`src/inc/daqtr_pkg.sv`:
```
// Shared constants, selector encodings and carrier structs for the trigger routing block
package daqtr_pkg;

  // System clock and derived counter timebases
  localparam int CLK_HZ = 50_000_000;
  localparam int FAST_CLK_HZ = 10_000_000;
  localparam int SLOW_CLK_HZ = 100_000;
  localparam int FAST_DIV = CLK_HZ / FAST_CLK_HZ;
  localparam int SLOW_DIV = CLK_HZ / SLOW_CLK_HZ;

  // Sizes
  localparam int AUX_IN_N = 6;
  localparam int AUX_OUT_N = 3;
  localparam int CTR_N = 2;
  localparam int CTR_BITS = 16;
  localparam int IRQ_N = 11;
  localparam int AIN_SEL_W = 3;
  localparam int AOUT_SEL_W = 4;
  localparam int CCLK_SEL_W = 2;

  // Interrupt source positions in the enable, pending and clear vectors
  localparam int IRQ_ACQ_RUNNING = 0;
  localparam int IRQ_ACQ_HALT = 1;
  localparam int IRQ_ACQ_COMPLETE = 2;
  localparam int IRQ_IN_QUARTER = 3;
  localparam int IRQ_PER_SAMPLE = 4;
  localparam int IRQ_END_OF_SCAN = 5;
  localparam int IRQ_END_OF_INTERVAL = 6;
  localparam int IRQ_WAVE_RUNNING = 7;
  localparam int IRQ_WAVE_COMPLETE = 8;
  localparam int IRQ_OUT_QUARTER = 9;
  localparam int IRQ_HIGH_CHANNEL = 10;

  // Function that an auxiliary input drives
  typedef enum logic [AIN_SEL_W-1:0] {
    AIN_ADC_CONVERT, AIN_ADC_TIMEBASE, AIN_ADC_START, AIN_ADC_STOP,
    AIN_ADC_GATE, AIN_DAC_START, AIN_DAC_UPDATE, AIN_DAC_TIMEBASE
  } daqtr_ain_e;

  // Internal signal that an auxiliary output shows
  typedef enum logic [AOUT_SEL_W-1:0] {
    AOUT_SCAN_BEGIN, AOUT_SAMPLE_HOLD, AOUT_ACQ_STOP, AOUT_ADC_CONVERT,
    AOUT_DELAYED_CONVERT, AOUT_CTR1_CLK, AOUT_DAC_UPDATE, AOUT_CTR2_CLK,
    AOUT_ADC_START_ECHO, AOUT_ADC_STOP_ECHO, AOUT_DAC_START_ECHO
  } daqtr_aout_e;

  // Counter clock source
  typedef enum logic [CCLK_SEL_W-1:0] {
    CCLK_FAST, CCLK_SLOW, CCLK_EXT
  } daqtr_cclk_e;

  // Power-on selections software is expected to load into the selector ports
  localparam logic [AUX_IN_N-1:0][AIN_SEL_W-1:0] AIN_SEL_DEFAULT = {
    AIN_ADC_GATE, AIN_DAC_START, AIN_DAC_UPDATE, AIN_ADC_STOP, AIN_ADC_START, AIN_ADC_CONVERT
  };
  localparam logic [AUX_OUT_N-1:0][AOUT_SEL_W-1:0] AOUT_SEL_DEFAULT = {
    AOUT_DELAYED_CONVERT, AOUT_ADC_CONVERT, AOUT_DAC_UPDATE
  };

  // Events from the acquisition and waveform sequencers, same clock
  typedef struct packed {
    logic acq_active;
    logic acq_done;
    logic in_quarter;
    logic sample_done;
    logic scan_end;
    logic interval_end;
    logic dac_active;
    logic dac_done;
    logic out_quarter;
    logic high_ch_update;
    logic scan_start;
    logic adc_convert;
    logic last_conv_start;
    logic delayed_convert;
    logic dac_update;
  } daqtr_evt_s;

  // Routed auxiliary-input functions towards the sequencers
  typedef struct packed {
    logic adc_convert;
    logic adc_timebase;
    logic adc_start;
    logic adc_stop;
    logic adc_gate;
    logic dac_start;
    logic dac_gate;
    logic dac_update;
    logic dac_timebase;
  } daqtr_route_s;

endpackage

```
`src/rtl/daqtr_top.sv`:
```
// Trigger routing, counter clock selection and interrupt raising for the acquisition board
`timescale 1ns/1ns
module daqtr_top #(
  parameter int FAST_DIV_P = daqtr_pkg::FAST_DIV,
  parameter int SLOW_DIV_P = daqtr_pkg::SLOW_DIV
) (
  // Clock and reset
  input wire logic clk_sys_i,
  input wire logic rst_n_i,
  // Auxiliary trigger pins
  input wire logic [daqtr_pkg::AUX_IN_N-1:0] aux_trigger_input_i,
  output logic [daqtr_pkg::AUX_OUT_N-1:0] aux_trigger_output_o,
  // Auxiliary configuration
  input wire logic [daqtr_pkg::AUX_IN_N-1:0][daqtr_pkg::AIN_SEL_W-1:0] ain_sel_i,
  input wire logic [daqtr_pkg::AUX_IN_N-1:0] ain_invert_i,
  input wire logic [daqtr_pkg::AUX_OUT_N-1:0][daqtr_pkg::AOUT_SEL_W-1:0] aout_sel_i,
  input wire logic [daqtr_pkg::AUX_OUT_N-1:0] aout_invert_i,
  input wire logic dac_gate_edge_mode_i,
  input wire logic dac_gate_clear_i,
  // Sequencer events and routed functions
  input wire daqtr_pkg::daqtr_evt_s evt_i,
  output daqtr_pkg::daqtr_route_s route_o,
  output logic scan_begin_pulse_o,
  output logic sample_hold_window_o,
  output logic acq_stop_o,
  // Counter clocks
  input wire logic [daqtr_pkg::CTR_N-1:0] counter_ext_clock_i,
  input wire logic [daqtr_pkg::CTR_N-1:0][daqtr_pkg::CCLK_SEL_W-1:0] ctr_clk_sel_i,
  output logic [daqtr_pkg::CTR_N-1:0] ctr_clk_en_o,
  // Interrupts
  input wire logic [daqtr_pkg::IRQ_N-1:0] irq_enable_i,
  input wire logic [daqtr_pkg::IRQ_N-1:0] irq_clear_i,
  output logic [daqtr_pkg::IRQ_N-1:0] irq_pending_o,
  output logic pci_inta_n_o,
  output logic pci_inta_oe_n_o
);
  import daqtr_pkg::*;

  localparam int FAST_W = $clog2(FAST_DIV_P);
  localparam int SLOW_W = $clog2(SLOW_DIV_P);
  localparam logic [FAST_W-1:0] FAST_LAST = FAST_W'(FAST_DIV_P - 1);
  localparam logic [SLOW_W-1:0] SLOW_LAST = SLOW_W'(SLOW_DIV_P - 1);

  // Auxiliary input path: synchroniser pair, edge history and
  // the polarity-corrected level and edge seen by the routing.
  // Only the second flop of each pair feeds any logic, so a
  // metastable first stage never fans out into the selectors.
  logic [AUX_IN_N-1:0] ain_meta_reg;
  logic [AUX_IN_N-1:0] ain_sync_reg;
  logic [AUX_IN_N-1:0] ain_prev_reg;
  logic [AUX_IN_N-1:0] ain_edge;
  logic [AUX_IN_N-1:0] ain_level;

  // External counter clock path, same structure as the aux inputs.
  // Only rising edges are used; the counter core counts enables,
  // so the pin never clocks any flop directly.
  logic [CTR_N-1:0] cext_meta_reg;
  logic [CTR_N-1:0] cext_sync_reg;
  logic [CTR_N-1:0] cext_prev_reg;
  logic [CTR_N-1:0] cext_rise;

  // Internal timebase dividers and the per-counter tick choice.
  // Ticks are one-cycle enables rather than derived clocks, which
  // keeps the whole block in a single clock domain.
  logic [FAST_W-1:0] fast_cnt_reg;
  logic [SLOW_W-1:0] slow_cnt_reg;
  logic fast_en_reg;
  logic slow_en_reg;
  logic [CTR_N-1:0] ctr_clk_next;

  // Routed functions before their output register, and the
  // edge-mode gate latch for the output pacer.
  daqtr_route_s route_next;
  logic dac_gate_latch_reg;

  // Interrupt raising: threshold history for the two buffer
  // levels, the raw source vector and the next pending state.
  // Level sources re-arm pending every cycle they stay active,
  // so software must remove the cause before clearing.
  logic in_quarter_prev_reg;
  logic out_quarter_prev_reg;
  logic [IRQ_N-1:0] irq_src;
  logic [IRQ_N-1:0] pending_next;

  // Auxiliary outputs before their register; selector codes with
  // no source defined give a constant low before inversion.
  logic [AUX_OUT_N-1:0] aout_next;

  // Pins come from outside the clock domain: two flops, then a third for edges
  always_ff @(posedge clk_sys_i or negedge rst_n_i) begin
    if (!rst_n_i) begin
      ain_meta_reg <= '0;
      ain_sync_reg <= '0;
      ain_prev_reg <= '0;
    end else begin
      ain_meta_reg <= aux_trigger_input_i;
      ain_sync_reg <= ain_meta_reg;
      ain_prev_reg <= ain_sync_reg;
    end
  end

  // Invert makes falling edges and low levels look like rising edges and high levels
  always_comb begin
    for (int i = 0; i < AUX_IN_N; i++) begin
      ain_level[i] = ain_sync_reg[i] ^ ain_invert_i[i];
      ain_edge[i] = ain_level[i] & ~(ain_prev_reg[i] ^ ain_invert_i[i]);
    end
  end

  // Input routing; several pins on one function are ORed together
  always_comb begin
    route_next = '0;
    for (int i = 0; i < AUX_IN_N; i++) begin
      case (daqtr_ain_e'(ain_sel_i[i]))
        AIN_ADC_CONVERT: route_next.adc_convert |= ain_edge[i];
        AIN_ADC_TIMEBASE: route_next.adc_timebase |= ain_edge[i];
        AIN_ADC_START: route_next.adc_start |= ain_edge[i];
        AIN_ADC_STOP: route_next.adc_stop |= ain_edge[i];
        AIN_ADC_GATE: route_next.adc_gate |= ain_level[i];
        AIN_DAC_START: begin
          route_next.dac_start |= ain_edge[i];
          if (!dac_gate_edge_mode_i) begin
            route_next.dac_gate |= ain_level[i];
          end
        end
        AIN_DAC_UPDATE: route_next.dac_update |= ain_edge[i];
        AIN_DAC_TIMEBASE: route_next.dac_timebase |= ain_edge[i];
        default: ;
      endcase
    end
    if (dac_gate_edge_mode_i) begin
      route_next.dac_gate = dac_gate_latch_reg | route_next.dac_start;
    end
  end

  // Edge-mode gate opens on the start edge and stays open until software closes it
  always_ff @(posedge clk_sys_i or negedge rst_n_i) begin
    if (!rst_n_i) begin
      dac_gate_latch_reg <= 1'b0;
    end else if (!dac_gate_edge_mode_i) begin
      dac_gate_latch_reg <= 1'b0;
    end else if (route_next.dac_start) begin
      dac_gate_latch_reg <= 1'b1;
    end else if (dac_gate_clear_i) begin
      dac_gate_latch_reg <= 1'b0;
    end
  end

  // Routed functions registered so the sequencers see clean flop outputs
  always_ff @(posedge clk_sys_i or negedge rst_n_i) begin
    if (!rst_n_i) begin
      route_o <= '0;
    end else begin
      route_o <= route_next;
    end
  end

  // Dividers for the internal counter timebases, one-cycle enables.
  // Both run free from reset; the phase of a tick relative to a
  // source switch is not defined, so a counter may see one short
  // first period after its selector changes.
  always_ff @(posedge clk_sys_i or negedge rst_n_i) begin
    if (!rst_n_i) begin
      fast_cnt_reg <= '0;
      fast_en_reg <= 1'b0;
    end else begin
      fast_en_reg <= (fast_cnt_reg == FAST_LAST);
      fast_cnt_reg <= (fast_cnt_reg == FAST_LAST) ? '0 : fast_cnt_reg + 1'b1;
    end
  end

  always_ff @(posedge clk_sys_i or negedge rst_n_i) begin
    if (!rst_n_i) begin
      slow_cnt_reg <= '0;
      slow_en_reg <= 1'b0;
    end else begin
      slow_en_reg <= (slow_cnt_reg == SLOW_LAST);
      slow_cnt_reg <= (slow_cnt_reg == SLOW_LAST) ? '0 : slow_cnt_reg + 1'b1;
    end
  end

  // External counter clocks; limited to well under half the system rate
  always_ff @(posedge clk_sys_i or negedge rst_n_i) begin
    if (!rst_n_i) begin
      cext_meta_reg <= '0;
      cext_sync_reg <= '0;
      cext_prev_reg <= '0;
    end else begin
      cext_meta_reg <= counter_ext_clock_i;
      cext_sync_reg <= cext_meta_reg;
      cext_prev_reg <= cext_sync_reg;
    end
  end

  assign cext_rise = cext_sync_reg & ~cext_prev_reg;

  // Counter clock source selection.
  // The unused selector code gives no ticks at all, which lets
  // software park a counter without touching its gate pin.
  always_comb begin
    for (int n = 0; n < CTR_N; n++) begin
      case (daqtr_cclk_e'(ctr_clk_sel_i[n]))
        CCLK_FAST: ctr_clk_next[n] = fast_en_reg;
        CCLK_SLOW: ctr_clk_next[n] = slow_en_reg;
        CCLK_EXT: ctr_clk_next[n] = cext_rise[n];
        default: ctr_clk_next[n] = 1'b0;
      endcase
    end
  end

  always_ff @(posedge clk_sys_i or negedge rst_n_i) begin
    if (!rst_n_i) begin
      ctr_clk_en_o <= '0;
    end else begin
      ctr_clk_en_o <= ctr_clk_next;
    end
  end

  // Scan-level outputs derived from sequencer events
  always_ff @(posedge clk_sys_i or negedge rst_n_i) begin
    if (!rst_n_i) begin
      scan_begin_pulse_o <= 1'b0;
      acq_stop_o <= 1'b0;
    end else begin
      scan_begin_pulse_o <= evt_i.scan_start;
      acq_stop_o <= evt_i.scan_end;
    end
  end

  // Clear wins so a one-channel scan never opens the window
  always_ff @(posedge clk_sys_i or negedge rst_n_i) begin
    if (!rst_n_i) begin
      sample_hold_window_o <= 1'b0;
    end else if (evt_i.last_conv_start) begin
      sample_hold_window_o <= 1'b0;
    end else if (evt_i.scan_start) begin
      sample_hold_window_o <= 1'b1;
    end
  end

  // Output source selection, one cycle behind the selected signal
  always_comb begin
    for (int k = 0; k < AUX_OUT_N; k++) begin
      case (daqtr_aout_e'(aout_sel_i[k]))
        AOUT_SCAN_BEGIN: aout_next[k] = evt_i.scan_start;
        AOUT_SAMPLE_HOLD: aout_next[k] = sample_hold_window_o;
        AOUT_ACQ_STOP: aout_next[k] = evt_i.scan_end;
        AOUT_ADC_CONVERT: aout_next[k] = evt_i.adc_convert;
        AOUT_DELAYED_CONVERT: aout_next[k] = evt_i.delayed_convert;
        AOUT_CTR1_CLK: aout_next[k] = ctr_clk_next[0];
        AOUT_DAC_UPDATE: aout_next[k] = evt_i.dac_update;
        AOUT_CTR2_CLK: aout_next[k] = ctr_clk_next[1];
        AOUT_ADC_START_ECHO: aout_next[k] = route_next.adc_start;
        AOUT_ADC_STOP_ECHO: aout_next[k] = route_next.adc_stop;
        AOUT_DAC_START_ECHO: aout_next[k] = route_next.dac_start;
        default: aout_next[k] = 1'b0;
      endcase
      aout_next[k] = aout_next[k] ^ aout_invert_i[k];
    end
  end

  always_ff @(posedge clk_sys_i or negedge rst_n_i) begin
    if (!rst_n_i) begin
      aux_trigger_output_o <= '0;
    end else begin
      aux_trigger_output_o <= aout_next;
    end
  end

  // Buffer thresholds are levels; only the crossing raises an event
  always_ff @(posedge clk_sys_i or negedge rst_n_i) begin
    if (!rst_n_i) begin
      in_quarter_prev_reg <= 1'b0;
      out_quarter_prev_reg <= 1'b0;
    end else begin
      in_quarter_prev_reg <= evt_i.in_quarter;
      out_quarter_prev_reg <= evt_i.out_quarter;
    end
  end

  // Interrupt sources.
  // The halt source follows the routed stop edge, so it only fires
  // when some auxiliary input has been assigned the stop function.
  always_comb begin
    irq_src = '0;
    irq_src[IRQ_ACQ_RUNNING] = evt_i.acq_active;
    irq_src[IRQ_ACQ_HALT] = route_next.adc_stop;
    irq_src[IRQ_ACQ_COMPLETE] = evt_i.acq_done;
    irq_src[IRQ_IN_QUARTER] = evt_i.in_quarter & ~in_quarter_prev_reg;
    irq_src[IRQ_PER_SAMPLE] = evt_i.sample_done;
    irq_src[IRQ_END_OF_SCAN] = evt_i.scan_end;
    irq_src[IRQ_END_OF_INTERVAL] = evt_i.interval_end;
    irq_src[IRQ_WAVE_RUNNING] = evt_i.dac_active;
    irq_src[IRQ_WAVE_COMPLETE] = evt_i.dac_done;
    irq_src[IRQ_OUT_QUARTER] = evt_i.out_quarter & ~out_quarter_prev_reg;
    irq_src[IRQ_HIGH_CHANNEL] = evt_i.high_ch_update;
  end

  // Sticky pending bits; a new event beats a clear in the same cycle
  assign pending_next = (irq_pending_o & ~irq_clear_i) | (irq_src & irq_enable_i);

  always_ff @(posedge clk_sys_i or negedge rst_n_i) begin
    if (!rst_n_i) begin
      irq_pending_o <= '0;
    end else begin
      irq_pending_o <= pending_next;
    end
  end

  // Shared open-drain line: drive low only while an enabled source pends.
  // Data is tied low and only the enable moves, so the line can
  // never be driven high against other boards sharing it.
  // Dropping an enable releases the line but leaves the pending
  // bit for software to inspect and clear.
  always_ff @(posedge clk_sys_i or negedge rst_n_i) begin
    if (!rst_n_i) begin
      pci_inta_n_o <= 1'b0;
      pci_inta_oe_n_o <= 1'b1;
    end else begin
      pci_inta_n_o <= 1'b0;
      pci_inta_oe_n_o <= ~|(pending_next & irq_enable_i);
    end
  end

endmodule // daqtr_top

```
`config.mk`:
```
export PLATFORM = sky130hd
export DESIGN_NAME = daqtr_top
export DESIGN_NICKNAME = d
export VERILOG_FILES = /design/src/inc/daqtr_pkg.sv /design/src/rtl/daqtr_top.sv
export SDC_FILE = /design/constraint.sdc
export NUM_CORES = 1
export LEC_CHECK = 0
export BUFFER_PORTS_ARGS = -buffer_cell sky130_fd_sc_hd__buf_2
export CORE_UTILIZATION = 46
export CTS_CLUSTER_DIAMETER = 40
export CTS_CLUSTER_SIZE = 12
export DETAILED_ROUTE_END_ITERATION = 7
export PLACE_DENSITY = 0.82
export SKIP_CTS_REPAIR_TIMING = 1
export SKIP_LAST_GASP = 1
export SLEW_MARGIN = 10
export SYNTH_ARGS = -nofsm -noshare
export SYNTH_HDL_FRONTEND = slang
export SYNTH_SLANG_ARGS = --single-unit
```
`constraint.sdc`:
```
create_clock -name clk_sys_i -period 1.7 [get_ports clk_sys_i]
set_input_delay 0.51 -clock clk_sys_i [delete_from_list [all_inputs] [get_ports clk_sys_i]]
set_output_delay 0.51 -clock clk_sys_i [all_outputs]
set_load 0.05 [all_outputs]
```
* After elaboration in Yosys (flattened, before gate mapping) *
Cells that the tools add are included.

storage, ports and cells
  output and inout bits = 30
  memory bits (read-only) = 0
  bits of input ports = 92
  register bits after elaboration = 70
  bits in latches = 0
  RAM bits = 0
  memories = 0

cells by class
  shift operators = 0
  bitwise logic cells = 84
  magnitude comparators = 0
  reductions and logical operators = 14
  eq/ne operators = 79
  multiplexer cells = 67
  multipliers = 0
  div/mod/pow operators = 0
  add/subtract/negate cells = 2

operators by type and width
  operator                                                         number
  3-bit == test, second input constant                             25
  1-bit 2-to-1 mux                                                 54
  4-bit by 3-bit == test with 1-bit output, second input constant  12
  1-bit OR                                                         46
  3-bit by 2-bit == test with 1-bit output, second input constant  12
  4-bit == test, second input constant                             9
  11-bit AND                                                       3
  1-bit one-hot mux with 11 select lines                           3
  4-bit by 2-bit == test with 1-bit output, second input constant  6
  3-bit by 1-bit == test with 1-bit output, second input constant  6
  3-bit zero test                                                  6
  1-bit bitwise XOR                                                15
  4-bit by 1-bit == test with 1-bit output, second input constant  3
  4-bit zero test                                                  3
  2-bit 2-to-1 mux                                                 6
  11-bit inverter                                                  1
  11-bit OR                                                        1
  11-bit OR reduction                                              1
  9-bit by 1-bit adder with 9-bit output, second input constant    1
  9-bit == test, second input constant                             1
  9-bit 2-to-1 mux                                                 1
  1-bit AND                                                        8
  1-bit inverter                                                   8
  1-bit one-hot mux with 3 select lines                            2
  other kinds (10)                                                 13

* Depth between registers and ports, before layout *
Gate-level depths: netlist of run 1.

  depth after elaboration = 21
  depth in mapped cells = 7
  gate-level depth less buffers = 6

* Least setup slack after synthesis of run 1 *
Ideal clock, no wire load.

  path kind = input port to flip-flop
  start point = in ain_invert_i[1] in the netlist's numbering
  end point = reg aux_trigger_output_o[0] in the netlist's numbering
  stages on the path = 6
  buffers on the path = 0
  library setup time = 0.126 ns
  data required time = 1.574 ns
  data arrival time = 1.767 ns
  path slack = -0.193 ns
  cells stage by stage = or3b_1 -> a2111oi_2 -> a2111oi_2 -> nand3b_1 -> a311oi_2 -> xnor2_1

between the ends
  word-level cells in the longest chain between the ends = 15
  elaborated cells between the ends (all ways) = 36

ends and longest elaborated chain
  what                                                         line                                                  RTL
  start, declared                                              daqtr_top.sv:15                                       input wire logic [daqtr_pkg::AUX_IN_N-1:0] ain_invert_i,
  1-bit bitwise XOR                                            daqtr_top.sv:106                                      ain_edge[i] = ain_level[i] & ~(ain_prev_reg[i] ^ ain_invert_i[i]);
  1-bit inverter                                               daqtr_top.sv:106
  1-bit AND *                                                  daqtr_top.sv:106
  1-bit OR (on tied branches)                                  daqtr_top.sv:121, daqtr_top.sv:117, daqtr_top.sv:118
  2-bit 2-to-1 mux / 1-bit 2-to-1 mux (equally long branches)  daqtr_top.sv:114                                      case (daqtr_ain_e'(ain_sel_i[i]))
  1-bit OR (on tied branches)                                  daqtr_top.sv:121, daqtr_top.sv:117, daqtr_top.sv:118
  2-bit 2-to-1 mux / 1-bit 2-to-1 mux (equally long branches)  daqtr_top.sv:114
  1-bit OR (on tied branches)                                  daqtr_top.sv:121, daqtr_top.sv:117, daqtr_top.sv:118
  2-bit 2-to-1 mux / 1-bit 2-to-1 mux (equally long branches)  daqtr_top.sv:114
  1-bit OR (on tied branches)                                  daqtr_top.sv:121, daqtr_top.sv:117, daqtr_top.sv:118
  2-bit 2-to-1 mux / 1-bit 2-to-1 mux (equally long branches)  daqtr_top.sv:114
  1-bit OR (on tied branches)                                  daqtr_top.sv:121, daqtr_top.sv:117, daqtr_top.sv:118
  2-bit 2-to-1 mux / 1-bit 2-to-1 mux (equally long branches)  daqtr_top.sv:114
  1-bit one-hot mux with 11 select lines *                     daqtr_top.sv:244                                      case (daqtr_aout_e'(aout_sel_i[k]))
  1-bit bitwise XOR *                                          daqtr_top.sv:258                                      aout_next[k] = aout_next[k] ^ aout_invert_i[k];
  named net aout_next[0]                                       daqtr_top.sv:87                                       logic [AUX_OUT_N-1:0] aout_next;
  end signal, assigned                                         daqtr_top.sv:266                                      aux_trigger_output_o <= aout_next;
  end, declared                                                daqtr_top.sv:12                                       output logic [daqtr_pkg::AUX_OUT_N-1:0] aux_trigger_output_o,

The timed path passes the listed nets; every way through them passes the cells marked *.
A chain may end at the register's enable or synchronous reset.

* Worst setup path in the final report of run 1 *
  start point = reg ain_sync_reg[2]
  end point = reg aux_trigger_output_o[0] in the netlist's numbering

between the ends
  word-level cells in the longest chain between the ends = 12
  elaborated cells between the ends (all ways) = 28

ends and longest elaborated chain
  what                                                         line                                                  RTL
  start, declared                                              daqtr_top.sv:49                                       logic [AUX_IN_N-1:0] ain_sync_reg;
  start signal, assigned                                       daqtr_top.sv:97                                       ain_sync_reg <= ain_meta_reg;
  1-bit bitwise XOR *                                          daqtr_top.sv:105                                      ain_level[i] = ain_sync_reg[i] ^ ain_invert_i[i];
  1-bit AND *                                                  daqtr_top.sv:106
  1-bit OR (on tied branches)                                  daqtr_top.sv:121, daqtr_top.sv:117, daqtr_top.sv:118
  2-bit 2-to-1 mux / 1-bit 2-to-1 mux (equally long branches)  daqtr_top.sv:114
  1-bit OR (on tied branches)                                  daqtr_top.sv:121, daqtr_top.sv:117, daqtr_top.sv:118
  2-bit 2-to-1 mux / 1-bit 2-to-1 mux (equally long branches)  daqtr_top.sv:114
  1-bit OR (on tied branches)                                  daqtr_top.sv:121, daqtr_top.sv:117, daqtr_top.sv:118
  2-bit 2-to-1 mux / 1-bit 2-to-1 mux (equally long branches)  daqtr_top.sv:114
  1-bit OR (on tied branches)                                  daqtr_top.sv:121, daqtr_top.sv:117, daqtr_top.sv:118
  2-bit 2-to-1 mux / 1-bit 2-to-1 mux (equally long branches)  daqtr_top.sv:114
  1-bit one-hot mux with 11 select lines *                     daqtr_top.sv:244
  1-bit bitwise XOR *                                          daqtr_top.sv:258
  named net aout_next[0]                                       daqtr_top.sv:87

Marked as above.

==> impl_metrics.py, run 1 <==
metrics = {
    "worst_setup_path": {
        "start_kind": "register",
        "startpoint": "ain_sync_reg[2]",
        "r2r_cells": 6,
        "r2r_end": "aux_trigger_output_o[0]",
        "rrSetupSlack_ns": -0.25,
        "cp_max_fo": 4,
        "path_cells": "or3b_4, a211oi_1, a31oi_2, a31oi_1, a311oi_2, xnor2_1",
        "crit_required_ns": 1.92,
        "worstSetupPathType": "reg -> reg",
        "r2r-start": "ain_sync_reg[2]",
        "cpMaxStageDelayCell": "or3b_4",
        "cp.arrival_ns": 2.17,
        "max_stage_delay_ns": 0.43,
        "end_kind": "register",
    },
    "logic_synthesis": {
        "yosys_warnings": 0,
        "ys_types": 60,
        "synth_fp_nets": 441,
        "avgSynthCellArea_um2": 10.4,
        "ys.flop_type": "dfrtp_1",
        "synth-async-reset-ratio_pct": 100,
        "ys_seq_area_share_pct": 48.7,
        "ys_ff_latch": 70,
        "syn-cell-area_um2": 3600,
        "synth_edf_count": 0,
        "synthCells": 346,
    },
    "clock_network": {
        "ctsRootBufferMaster": "clkbuf_8",
        "clk_pin_slew_ns": 0.08,
        "h-tree-depth": 3,
        "numCtsBuffers": 9,
        "cts_tree": "done",
        "cts_max_path_buffers": 2,
        "cts.sinks": 70,
        "clkLatencyLatePin_ns": 0.34,
    },
    "power_and_ir_drop": {
        "p_sw_mw": 1.26,
        "clkPwrFrac_pct": 31.9,
        "internal-power_mw": 2.80,
        "p_sw_share_pct": 31.0,
        "power_per_cell_area_nw_per_um2": 787,
        "combPwrFrac_pct": 23.8,
        "p_seq_share_pct": 44.2,
        "p_leak_nw": 2.51,
        "vdd_drop_max_mv": 0.613,
    },
    "global_route": {
        "grt_pass1_wl_um": 16100,
        "grt_pass1_vias": 3620,
        "grtUsageTotal_pct": 24.8,
        "grt_overflow_total": 0,
        "grt_max_degree": 27,
        "antenna_found_initial": 0,
    },
    "cells_and_area": {
        "final_cell_mix": "buf_2, buf_4, dfrtp_1, nand2_1, inv_1",
        "layout_commonest_cell": "buf_2",
        "drive_gt1_share_pct": 44.6,
        "instances_no_fill": 648,
        "area_delta_synth_final_pct": 43.5,
        "antennaDiodeCount": 0,
        "fin_nets": 640,
        "largest_register_ffs": 11,
    },
    "placed_design": {
        "dp_hpwl_um": 7660,
        "dpl.cell_count": 632,
        "port_buffers": 120,
        "gp_congestion": 0.962,
    },
    "detailed_routing": {
        "drt_iter0_drc": 283,
        "routedWlPerCell_um": 15.0,
        "drc": 0,
        "viasPerCell": 5.39,
        "dr.pass1.iters": 6,
        "routed_wl_um": 9700,
        "num_vias": 3490,
        "ant_nets": 0,
    },
    "floorplan": {
        "start_util_pct": 48.6,
        "ios": 122,
        "die-height_um": 90.5,
        "die_area_um2": 8190,
        "die_x_um": 90.5,
        "rows": 31,
        "coreArea_um2": 7410,
    },
    "sta": {
        "hold-worst-slack_ns": 0.100,
        "max_freq_ghz": 0.512,
        "period_share_pct": 115,
        "slew_viol_final": 0,
        "tns_ns": -0.888,
        "setup_violations": 6,
        "hold_viol": 0,
        "rsz0062_at_grt": "yes",
        "finalCriticalPeriod_ns": 1.95,
        "layout_setup_ws_ns": -0.253,
        "skew_ns": 0.0117,
    },
    "run_status": {
        "status": "finished, violations left",
        "violations": "negative setup slack",
    },
    "job": {
        "maxCapViolations": 0,
    },
    "worst_hold_path": {
        "hp-class": "in -> async",
    },
}
-- area by class of cell --
type / instances / area, um2
clock inverters: 6 / 63.8
clock buffers: 9 / 124
well taps: 99 / 124
fillers: 567 / 2240
multi-input cells: 246 / 1830
flip-flops and latches: 70 / 1750
repair buffers: 195 / 1190
inverters: 23 / 86.3
-- worst max-delay path: cells and delay by family, from the launching register on --
family | cells | cell delay (ns)
compound gates | 4 | 0.84
xor+xnor | 1 | 0.14
simple gates | 1 | 0.43
flops | 1 | 0.41
-- cell families after synthesis --
| group | share of synthesized area [%] |
|---|---|
| AO/OA/AOI/OAI | 16.8 |
| XOR/XNOR | 3.40 |
| adder cells (fa/ha/maj) | 1.04 |
| buffers and inverters | 3.65 |
| flip-flops | 48.7 |
| multiplexers | 3.37 |
| other | 0.104 |
| AND/OR/NAND/NOR | 22.9 |
-- metal layers --
metal | share of wire [%] | global-route usage, %
met5 | 0 | 0
met4 | 1.6 | 9.14
met2 | 52 | 43.6
met1 | 40 | 29.0
met3 | 6.5 | 6.40
-- power by group through the flow --
stage          combinational (mW)  clock, mW  sequential, mW
6_report                    0.970       1.30            1.80
5_1_grt                      1.04       1.41            1.81
4_1_cts                     0.952       1.34            1.80
3_5_place_dp                0.947          0            1.83
3_3_place_gp                0.927          0            1.83
2_1_floorplan               0.278          0            2.06
-- through the flow --
stage | cell area [um2] | setup WS (ns) | power (mW) | util (%)
CTS | 5100 | -0.275 | 4.09 | 68.8
detailed placement | 4910 | -0.386 | 2.78 | 66.3
global route | 5170 | -0.317 | 4.26 | 69.8
floorplan | 3650 | -0.117 | 2.34 | -
global placement | 4910 | -0.321 | 2.76 | 66.3
finish | 5170 | -0.253 | 4.07 | 69.8
-- how the worst max path moves through the flow --
stage / endpoint / slack, ns / depth (start not counted)
after floorplan: aux_trigger_output_o[0] / -0.12 / 6
after global placement: aux_trigger_output_o[2] / -0.32 / 7
after detailed placement: aux_trigger_output_o[0] / -0.39 / 7
after CTS: aux_trigger_output_o[2] / -0.28 / 6
after global routing: aux_trigger_output_o[0] / -0.32 / 6
final: aux_trigger_output_o[0] / -0.25 / 6
-- Yosys cell counts, types with 7 or more instances --
library cell / count / area (um2)
inv_1: 23 / 86.3
nand2_1: 29 / 109
o21ai_0: 14 / 70.1
nor2b_1: 11 / 68.8
a31oi_1: 10 / 62.6
nand4_1: 7 / 43.8
a21oi_1: 8 / 40.0
nor2_1: 20 / 75.1
xor2_1: 8 / 70.1
dfrtp_1: 69 / 1730
nor3b_1: 7 / 52.6
nand3_1: 20 / 100
nand3b_1: 13 / 97.6
mux2_1: 9 / 101
Power figures use the tool's default switching activity.
==> inputs of run 2 (changes only) <==
--- a/config.mk
+++ b/config.mk
@@ -6,11 +6,11 @@
 export NUM_CORES = 1
 export LEC_CHECK = 0
 export BUFFER_PORTS_ARGS = -buffer_cell sky130_fd_sc_hd__buf_2
-export CORE_UTILIZATION = 46
+export CORE_UTILIZATION = 54
 export CTS_CLUSTER_DIAMETER = 40
 export CTS_CLUSTER_SIZE = 12
 export DETAILED_ROUTE_END_ITERATION = 7
-export PLACE_DENSITY = 0.82
+export PLACE_DENSITY = 0.93
 export SKIP_CTS_REPAIR_TIMING = 1
 export SKIP_LAST_GASP = 1
 export SLEW_MARGIN = 10
==> constraint.sdc (replaced) <==
create_clock -name clk_sys_i -period 2.5 [get_ports clk_sys_i]
set_input_delay 0.75 -clock clk_sys_i [delete_from_list [all_inputs] [get_ports clk_sys_i]]
set_output_delay 0.75 -clock clk_sys_i [all_outputs]
set_load 0.05 [all_outputs]
==> run 2 against run 1 <==
  * The flow now finishes without violations
  * Utilization grew 0.79 points
  * Global-route usage grew 1.3 points
  * Worst setup slack gained 0.64 ns
  * Via count fell by 11%
  * Routed wire length fell by 13%
  * Sequential power decreased by 32%
  * Non-clock buffer count shrank 74
  * Die area decreased by 14%
  * Sequential cell count unchanged
  * Critical path type is now in -> reg
==> impl_metrics.py, run 2 (synthesis gave the netlist of run 1 again) <==
metrics = {
    "cells_and_area": {
        "area_delta_synth_final_pct": 25.1,
        "fin_nets": 566,
        "multiInputGateArea_um2": 1720,
        "instances_no_fill": 553,
        "layout_commonest_cell": "buf_2",
        "drive_gt1_share_pct": 33.8,
        "seq_area_um2": 1750,
        "largest_register_ffs": 11,
        "final_cell_mix": "buf_2, dfrtp_1, nand2_1, inv_1",
        "antennaDiodeCount": 0,
        "fillers": 464,
    },
    "sta": {
        "max_freq_ghz": 0.473,
        "period_share_pct": 84.6,
        "skew_ns": 0.0105,
        "tns_ns": 0,
        "hold_viol": 0,
        "slew_viol_final": 0,
        "relSlewSlack_pct": 63.9,
        "setup_violations": 0,
        "finalCriticalPeriod_ns": 2.11,
        "worst_slew_pin_slew_ns": 0.536,
        "rsz0062_at_grt": "no",
    },
    "placed_design": {
        "dpl.cell_count": 537,
        "dp_hpwl_um": 6750,
        "port_buffers": 120,
        "gp_congestion": 0.873,
    },
    "global_route": {
        "grt_max_degree": 50,
        "antenna_found_initial": 0,
        "grt_overflow_total": 0,
        "grt_pass1_vias": 3178,
        "grt_pass1_wl_um": 14600,
        "grtUsageTotal_pct": 26.1,
    },
    "clock_network": {
        "ctsRootBufferMaster": "clkbuf_8",
        "cts.sinks": 70,
        "cts_max_path_buffers": 2,
        "numCtsBuffers": 9,
        "clk_pin_slew_ns": 0.08,
        "clkLatencyLatePin_ns": 0.34,
        "h-tree-depth": 3,
        "cts_tree": "done",
    },
    "detailed_routing": {
        "drc": 0,
        "routedWlPerCell_um": 15.3,
        "viasPerCell": 5.62,
        "dr.pass1.iters": 4,
        "ant_nets": 0,
        "num_vias": 3107,
        "drt_iter0_drc": 108,
        "routed_wl_um": 8480,
    },
    "worst_setup_path": {
        "cp.arrival_ns": 2.33,
        "crit_required_ns": 2.72,
        "cp_max_fo": 4,
        "start_kind": "input port",
        "end_kind": "register",
        "worstSetupPathType": "in -> reg",
    },
    "job": {
        "maxCapViolations": 0,
    },
    "floorplan": {
        "rows": 29,
        "die_x_um": 83.7,
        "die_area_um2": 7000,
        "ios": 122,
        "coreArea_um2": 6390,
        "die-height_um": 83.7,
        "start_util_pct": 56.4,
    },
    "power_and_ir_drop": {
        "p_leak_nw": 2.15,
        "power_per_cell_area_nw_per_um2": 624,
        "vdd_drop_max_mv": 0.477,
    },
    "run_status": {
        "status": "finished clean",
    },
    "worst_hold_path": {
        "hp-class": "reg -> reg",
    },
}
## run 2: worst max-delay path, stage by stage
cell,delay [ns]
buf_2,0.12
or3b_1,0.39
a21oi_1,0.35
a31oi_1,0.23
a31oi_1,0.28
a311oi_2,0.07
xnor2_1,0.14
## run 2: layer usage
layer	wire, um	global-route usage, %	vias to the layer above
met5	0	0	-
met4	152	9.09	0
met1	3470	32.4	1449
met3	530	4.95	13
met2	4330	45.6	128
li1	-	-	1517
## run 2: layout make-up
cell class | instances | share of cell area, %
Sequential cell | 70 | 38.9
Multi-Input combinational cell | 246 | 38.1
Timing Repair Buffer | 121 | 13.8
Clock buffer | 11 | 3.36
Tap cell | 77 | 2.14
Inverter | 23 | 1.92
Clock inverter | 5 | 1.80
## run 2: where the power goes
| part | leakage, nW | internal, mW | switching [mW] | total (mW) |
|---|---|---|---|---|
| Combinational | 1.18 | 0.179 | 0.367 | 0.546 |
| Clock | 0.116 | 0.616 | 0.422 | 1.04 |
| Sequential | 0.856 | 1.20 | 0.0283 | 1.23 |
| Total | 2.15 | 1.99 | 0.817 | 2.81 |
## run 2: stage by stage
step / setup WS, ns / cell area (um2) / utilization (%) / hold slack, ns / power [mW]
final: 0.385 / 4510 / 70.6 / 0.348 / 2.81
after floorplan: 0.367 / 3600 / - / 0.331 / 1.58
after CTS: 0.425 / 4510 / 70.6 / 0.349 / 2.83
after detailed placement: 0.0610 / 4270 / 66.9 / 0.335 / 1.79
after global placement: 0.134 / 4270 / 66.9 / 0.332 / 1.78
after global routing: 0.252 / 4510 / 70.6 / 0.354 / 2.92
## run 2: path summary, 6_finish.rpt
check,end,slack [ns],start,cells past startpoint
worst max-delay path,aux_trigger_output_o[2],0.39,ain_invert_i[5],7
worst min-delay path,ain_sync_reg[0],0.35,ain_meta_reg[0],0
worst max register to register,aux_trigger_output_o[2],0.53,ain_sync_reg[5],6
worst min register to register,ain_sync_reg[0],0.35,ain_meta_reg[0],0
max in group asynchronous,pci_inta_oe_n_o,1.45,rst_n_i,2
min in group asynchronous,ain_sync_reg[0],0.37,rst_n_i,1
==> inputs of run 3 (changes only) <==
--- a/config.mk
+++ b/config.mk
@@ -6,11 +6,11 @@
 export NUM_CORES = 1
 export LEC_CHECK = 0
 export BUFFER_PORTS_ARGS = -buffer_cell sky130_fd_sc_hd__buf_2
-export CORE_UTILIZATION = 54
+export CORE_UTILIZATION = 50
 export CTS_CLUSTER_DIAMETER = 40
 export CTS_CLUSTER_SIZE = 12
 export DETAILED_ROUTE_END_ITERATION = 7
-export PLACE_DENSITY = 0.93
+export PLACE_DENSITY = 0.87
 export SKIP_CTS_REPAIR_TIMING = 1
 export SKIP_LAST_GASP = 1
 export SLEW_MARGIN = 10
==> constraint.sdc (replaced) <==
create_clock -name clk_sys_i -period 1.95 [get_ports clk_sys_i]
set_input_delay 0.585 -clock clk_sys_i [delete_from_list [all_inputs] [get_ports clk_sys_i]]
set_output_delay 0.585 -clock clk_sys_i [all_outputs]
set_load 0.05 [all_outputs]
==> run 3 against run 2 <==
  * The flow now finishes with violations (negative setup slack)
  * Worst hold slack lost 0.10 ns
  * Critical path type is now reg -> reg
  * Design area grew 9.7%
  * Final cell count is 10% higher
  * Largest power group unchanged
  * Clock-buffer cell count is 2 lower
  * Sequential power grew 28%
  * Routed wire length up 6.8%
  * Clock power rose by 20%
==> impl_metrics.py, run 3 (synthesis gave the netlist of run 1 again) <==
metrics = {
    "sta": {
        "setup_violations": 2,
        "layout_setup_ws_ns": -0.00594,
        "period_share_pct": 100,
        "max_freq_ghz": 0.511,
        "slew_viol_final": 0,
        "rsz0062_at_grt": "yes",
        "hold-worst-slack_ns": 0.246,
        "skew_ns": 0.00869,
        "finalCriticalPeriod_ns": 1.96,
        "hold_viol": 0,
    },
    "cells_and_area": {
        "fin_nets": 603,
        "antennaDiodeCount": 0,
        "layout_commonest_cell": "buf_2",
        "largest_register_ffs": 11,
        "final_core_util_pct": 72.0,
        "fin_area_um2": 4940,
        "drive_gt1_share_pct": 40.9,
        "instances_no_fill": 609,
        "final_cell_mix": "buf_2, dfrtp_1, buf_4, nand2_1, inv_1",
        "area_delta_synth_final_pct": 37.3,
    },
    "worst_setup_path": {
        "crit_end": "aux_trigger_output_o[0]",
        "r2r-start": "ain_sync_reg[1]",
        "cp_max_fo": 4,
        "cp.arrival_ns": 2.17,
        "startpoint": "ain_sync_reg[1]",
        "crit_required_ns": 2.16,
        "r2r_end": "aux_trigger_output_o[0]",
        "end_kind": "register",
        "r2r_cells": 6,
        "rrSetupSlack_ns": -0.006,
        "worstSetupPathType": "reg -> reg",
        "start_kind": "register",
    },
    "power_and_ir_drop": {
        "p_sw_mw": 1.07,
        "internal-power_mw": 2.53,
        "p_sw_share_pct": 29.7,
        "clkPwrFrac_pct": 34.6,
        "vdd_drop_max_mv": 0.515,
        "p_seq_share_pct": 43.6,
        "combPwrFrac_pct": 21.9,
        "p_leak_nw": 2.35,
        "power_per_cell_area_nw_per_um2": 729,
    },
    "job": {
        "maxCapViolations": 0,
    },
    "clock_network": {
        "clk_pin_slew_ns": 0.07,
        "clkLatencyLatePin_ns": 0.34,
        "cts.sinks": 70,
        "numCtsBuffers": 9,
        "h-tree-depth": 3,
        "cts_tree": "done",
        "ctsRootBufferMaster": "clkbuf_8",
        "cts_max_path_buffers": 2,
    },
    "global_route": {
        "antenna_found_initial": 0,
        "grt_pass1_wl_um": 14200,
        "grt_max_degree": 71,
        "grtUsageTotal_pct": 24.6,
        "grt_pass1_vias": 3210,
        "grt_overflow_total": 0,
    },
    "floorplan": {
        "die_x_um": 86.9,
        "die_area_um2": 7550,
        "coreArea_um2": 6870,
        "rows": 30,
        "ios": 122,
        "start_util_pct": 52.4,
        "die-height_um": 86.9,
    },
    "detailed_routing": {
        "drt_iter0_drc": 172,
        "routed_wl_um": 9060,
        "ant_nets": 0,
        "viasPerCell": 5.47,
        "dr.pass1.iters": 5,
        "drc": 0,
        "routedWlPerCell_um": 14.9,
        "num_vias": 3331,
    },
    "run_status": {
        "violations": "negative setup slack",
        "status": "finished, violations left",
    },
    "placed_design": {
        "dpl-instance-area_um2": 4580,
        "port_buffers": 120,
        "place_ws_ns": -0.262,
        "gp_congestion": 0.964,
        "dpl.cell_count": 592,
        "dp_hpwl_um": 6940,
    },
    "worst_hold_path": {
        "hp-class": "in -> async",
    },
}
-- run 3: cell count changes in the layout (fill, tap and decap cells not counted), sizes merged --
| cell | change |
|---|---|
| buf | +37 |
| clkinv | +3 |
| clkbuf | -2 |
| clkinvlp | -1 |
-- run 3: area by class of cell --
type                            instances  area, um2
Fill cell                             499       1920
Multi-Input combinational cell        246       1870
Sequential cell                        70       1750
Timing Repair Buffer                  158        898
Clock buffer                            9        124
Tap cell                               96        120
Clock inverter                          7       88.8
Inverter                               23       86.3
-- run 3: metal layers --
metal / global-route usage [%] / wire length, um / vias up
met5: 0 / 0 / -
met4: 9.09 / 198 / 0
met3: 7.20 / 622 / 25
met2: 42.0 / 4430 / 137
met1: 29.5 / 3810 / 1578
li1: - / - / 1591
-- run 3: stage by stage --
step	TNS (ns)	power, mW
floorplan	0	2.03
global placement	-1.10	2.33
detailed placement	-1.41	2.35
CTS	-0.0462	3.60
global route	-0.474	3.76
finish	-0.0107	3.60
-- run 3: how the worst min path moves through the flow --
| stage | to | startpoint | slack [ns] | cells past startpoint |
|---|---|---|---|---|
| 6_report | ain_meta_reg[5] | rst_n_i | 0.25 | 2 |
| 3_5_place_dp | ain_sync_reg[0] | ain_meta_reg[0] | 0.34 | 0 |
| 2_1_floorplan | acq_stop_o | rst_n_i | 0.29 | 0 |
| 5_1_grt | ain_prev_reg[2] | rst_n_i | 0.27 | 2 |
| 4_1_cts | irq_pending_o[4] | rst_n_i | 0.27 | 2 |
| 3_3_place_gp | ain_sync_reg[3] | ain_meta_reg[3] | 0.33 | 0 |
-- run 3: critical path: stages (launching register included) --
cell and delay, ns:
dfrtp_1 0.39, or3b_1 0.44, a211oi_1 0.46, a32oi_4 0.13, a31oi_2 0.18, a311oi_2 0.07
xnor2_1 0.15
-- run 3: power by group through the flow --
stage          Combinational, mW  Sequential (mW)  Clock, mW
2_1_floorplan              0.236             1.80          0
3_3_place_gp               0.737             1.60          0
3_5_place_dp               0.756             1.60          0
4_1_cts                    0.759             1.57       1.27
5_1_grt                    0.846             1.58       1.33
6_report                   0.788             1.57       1.25
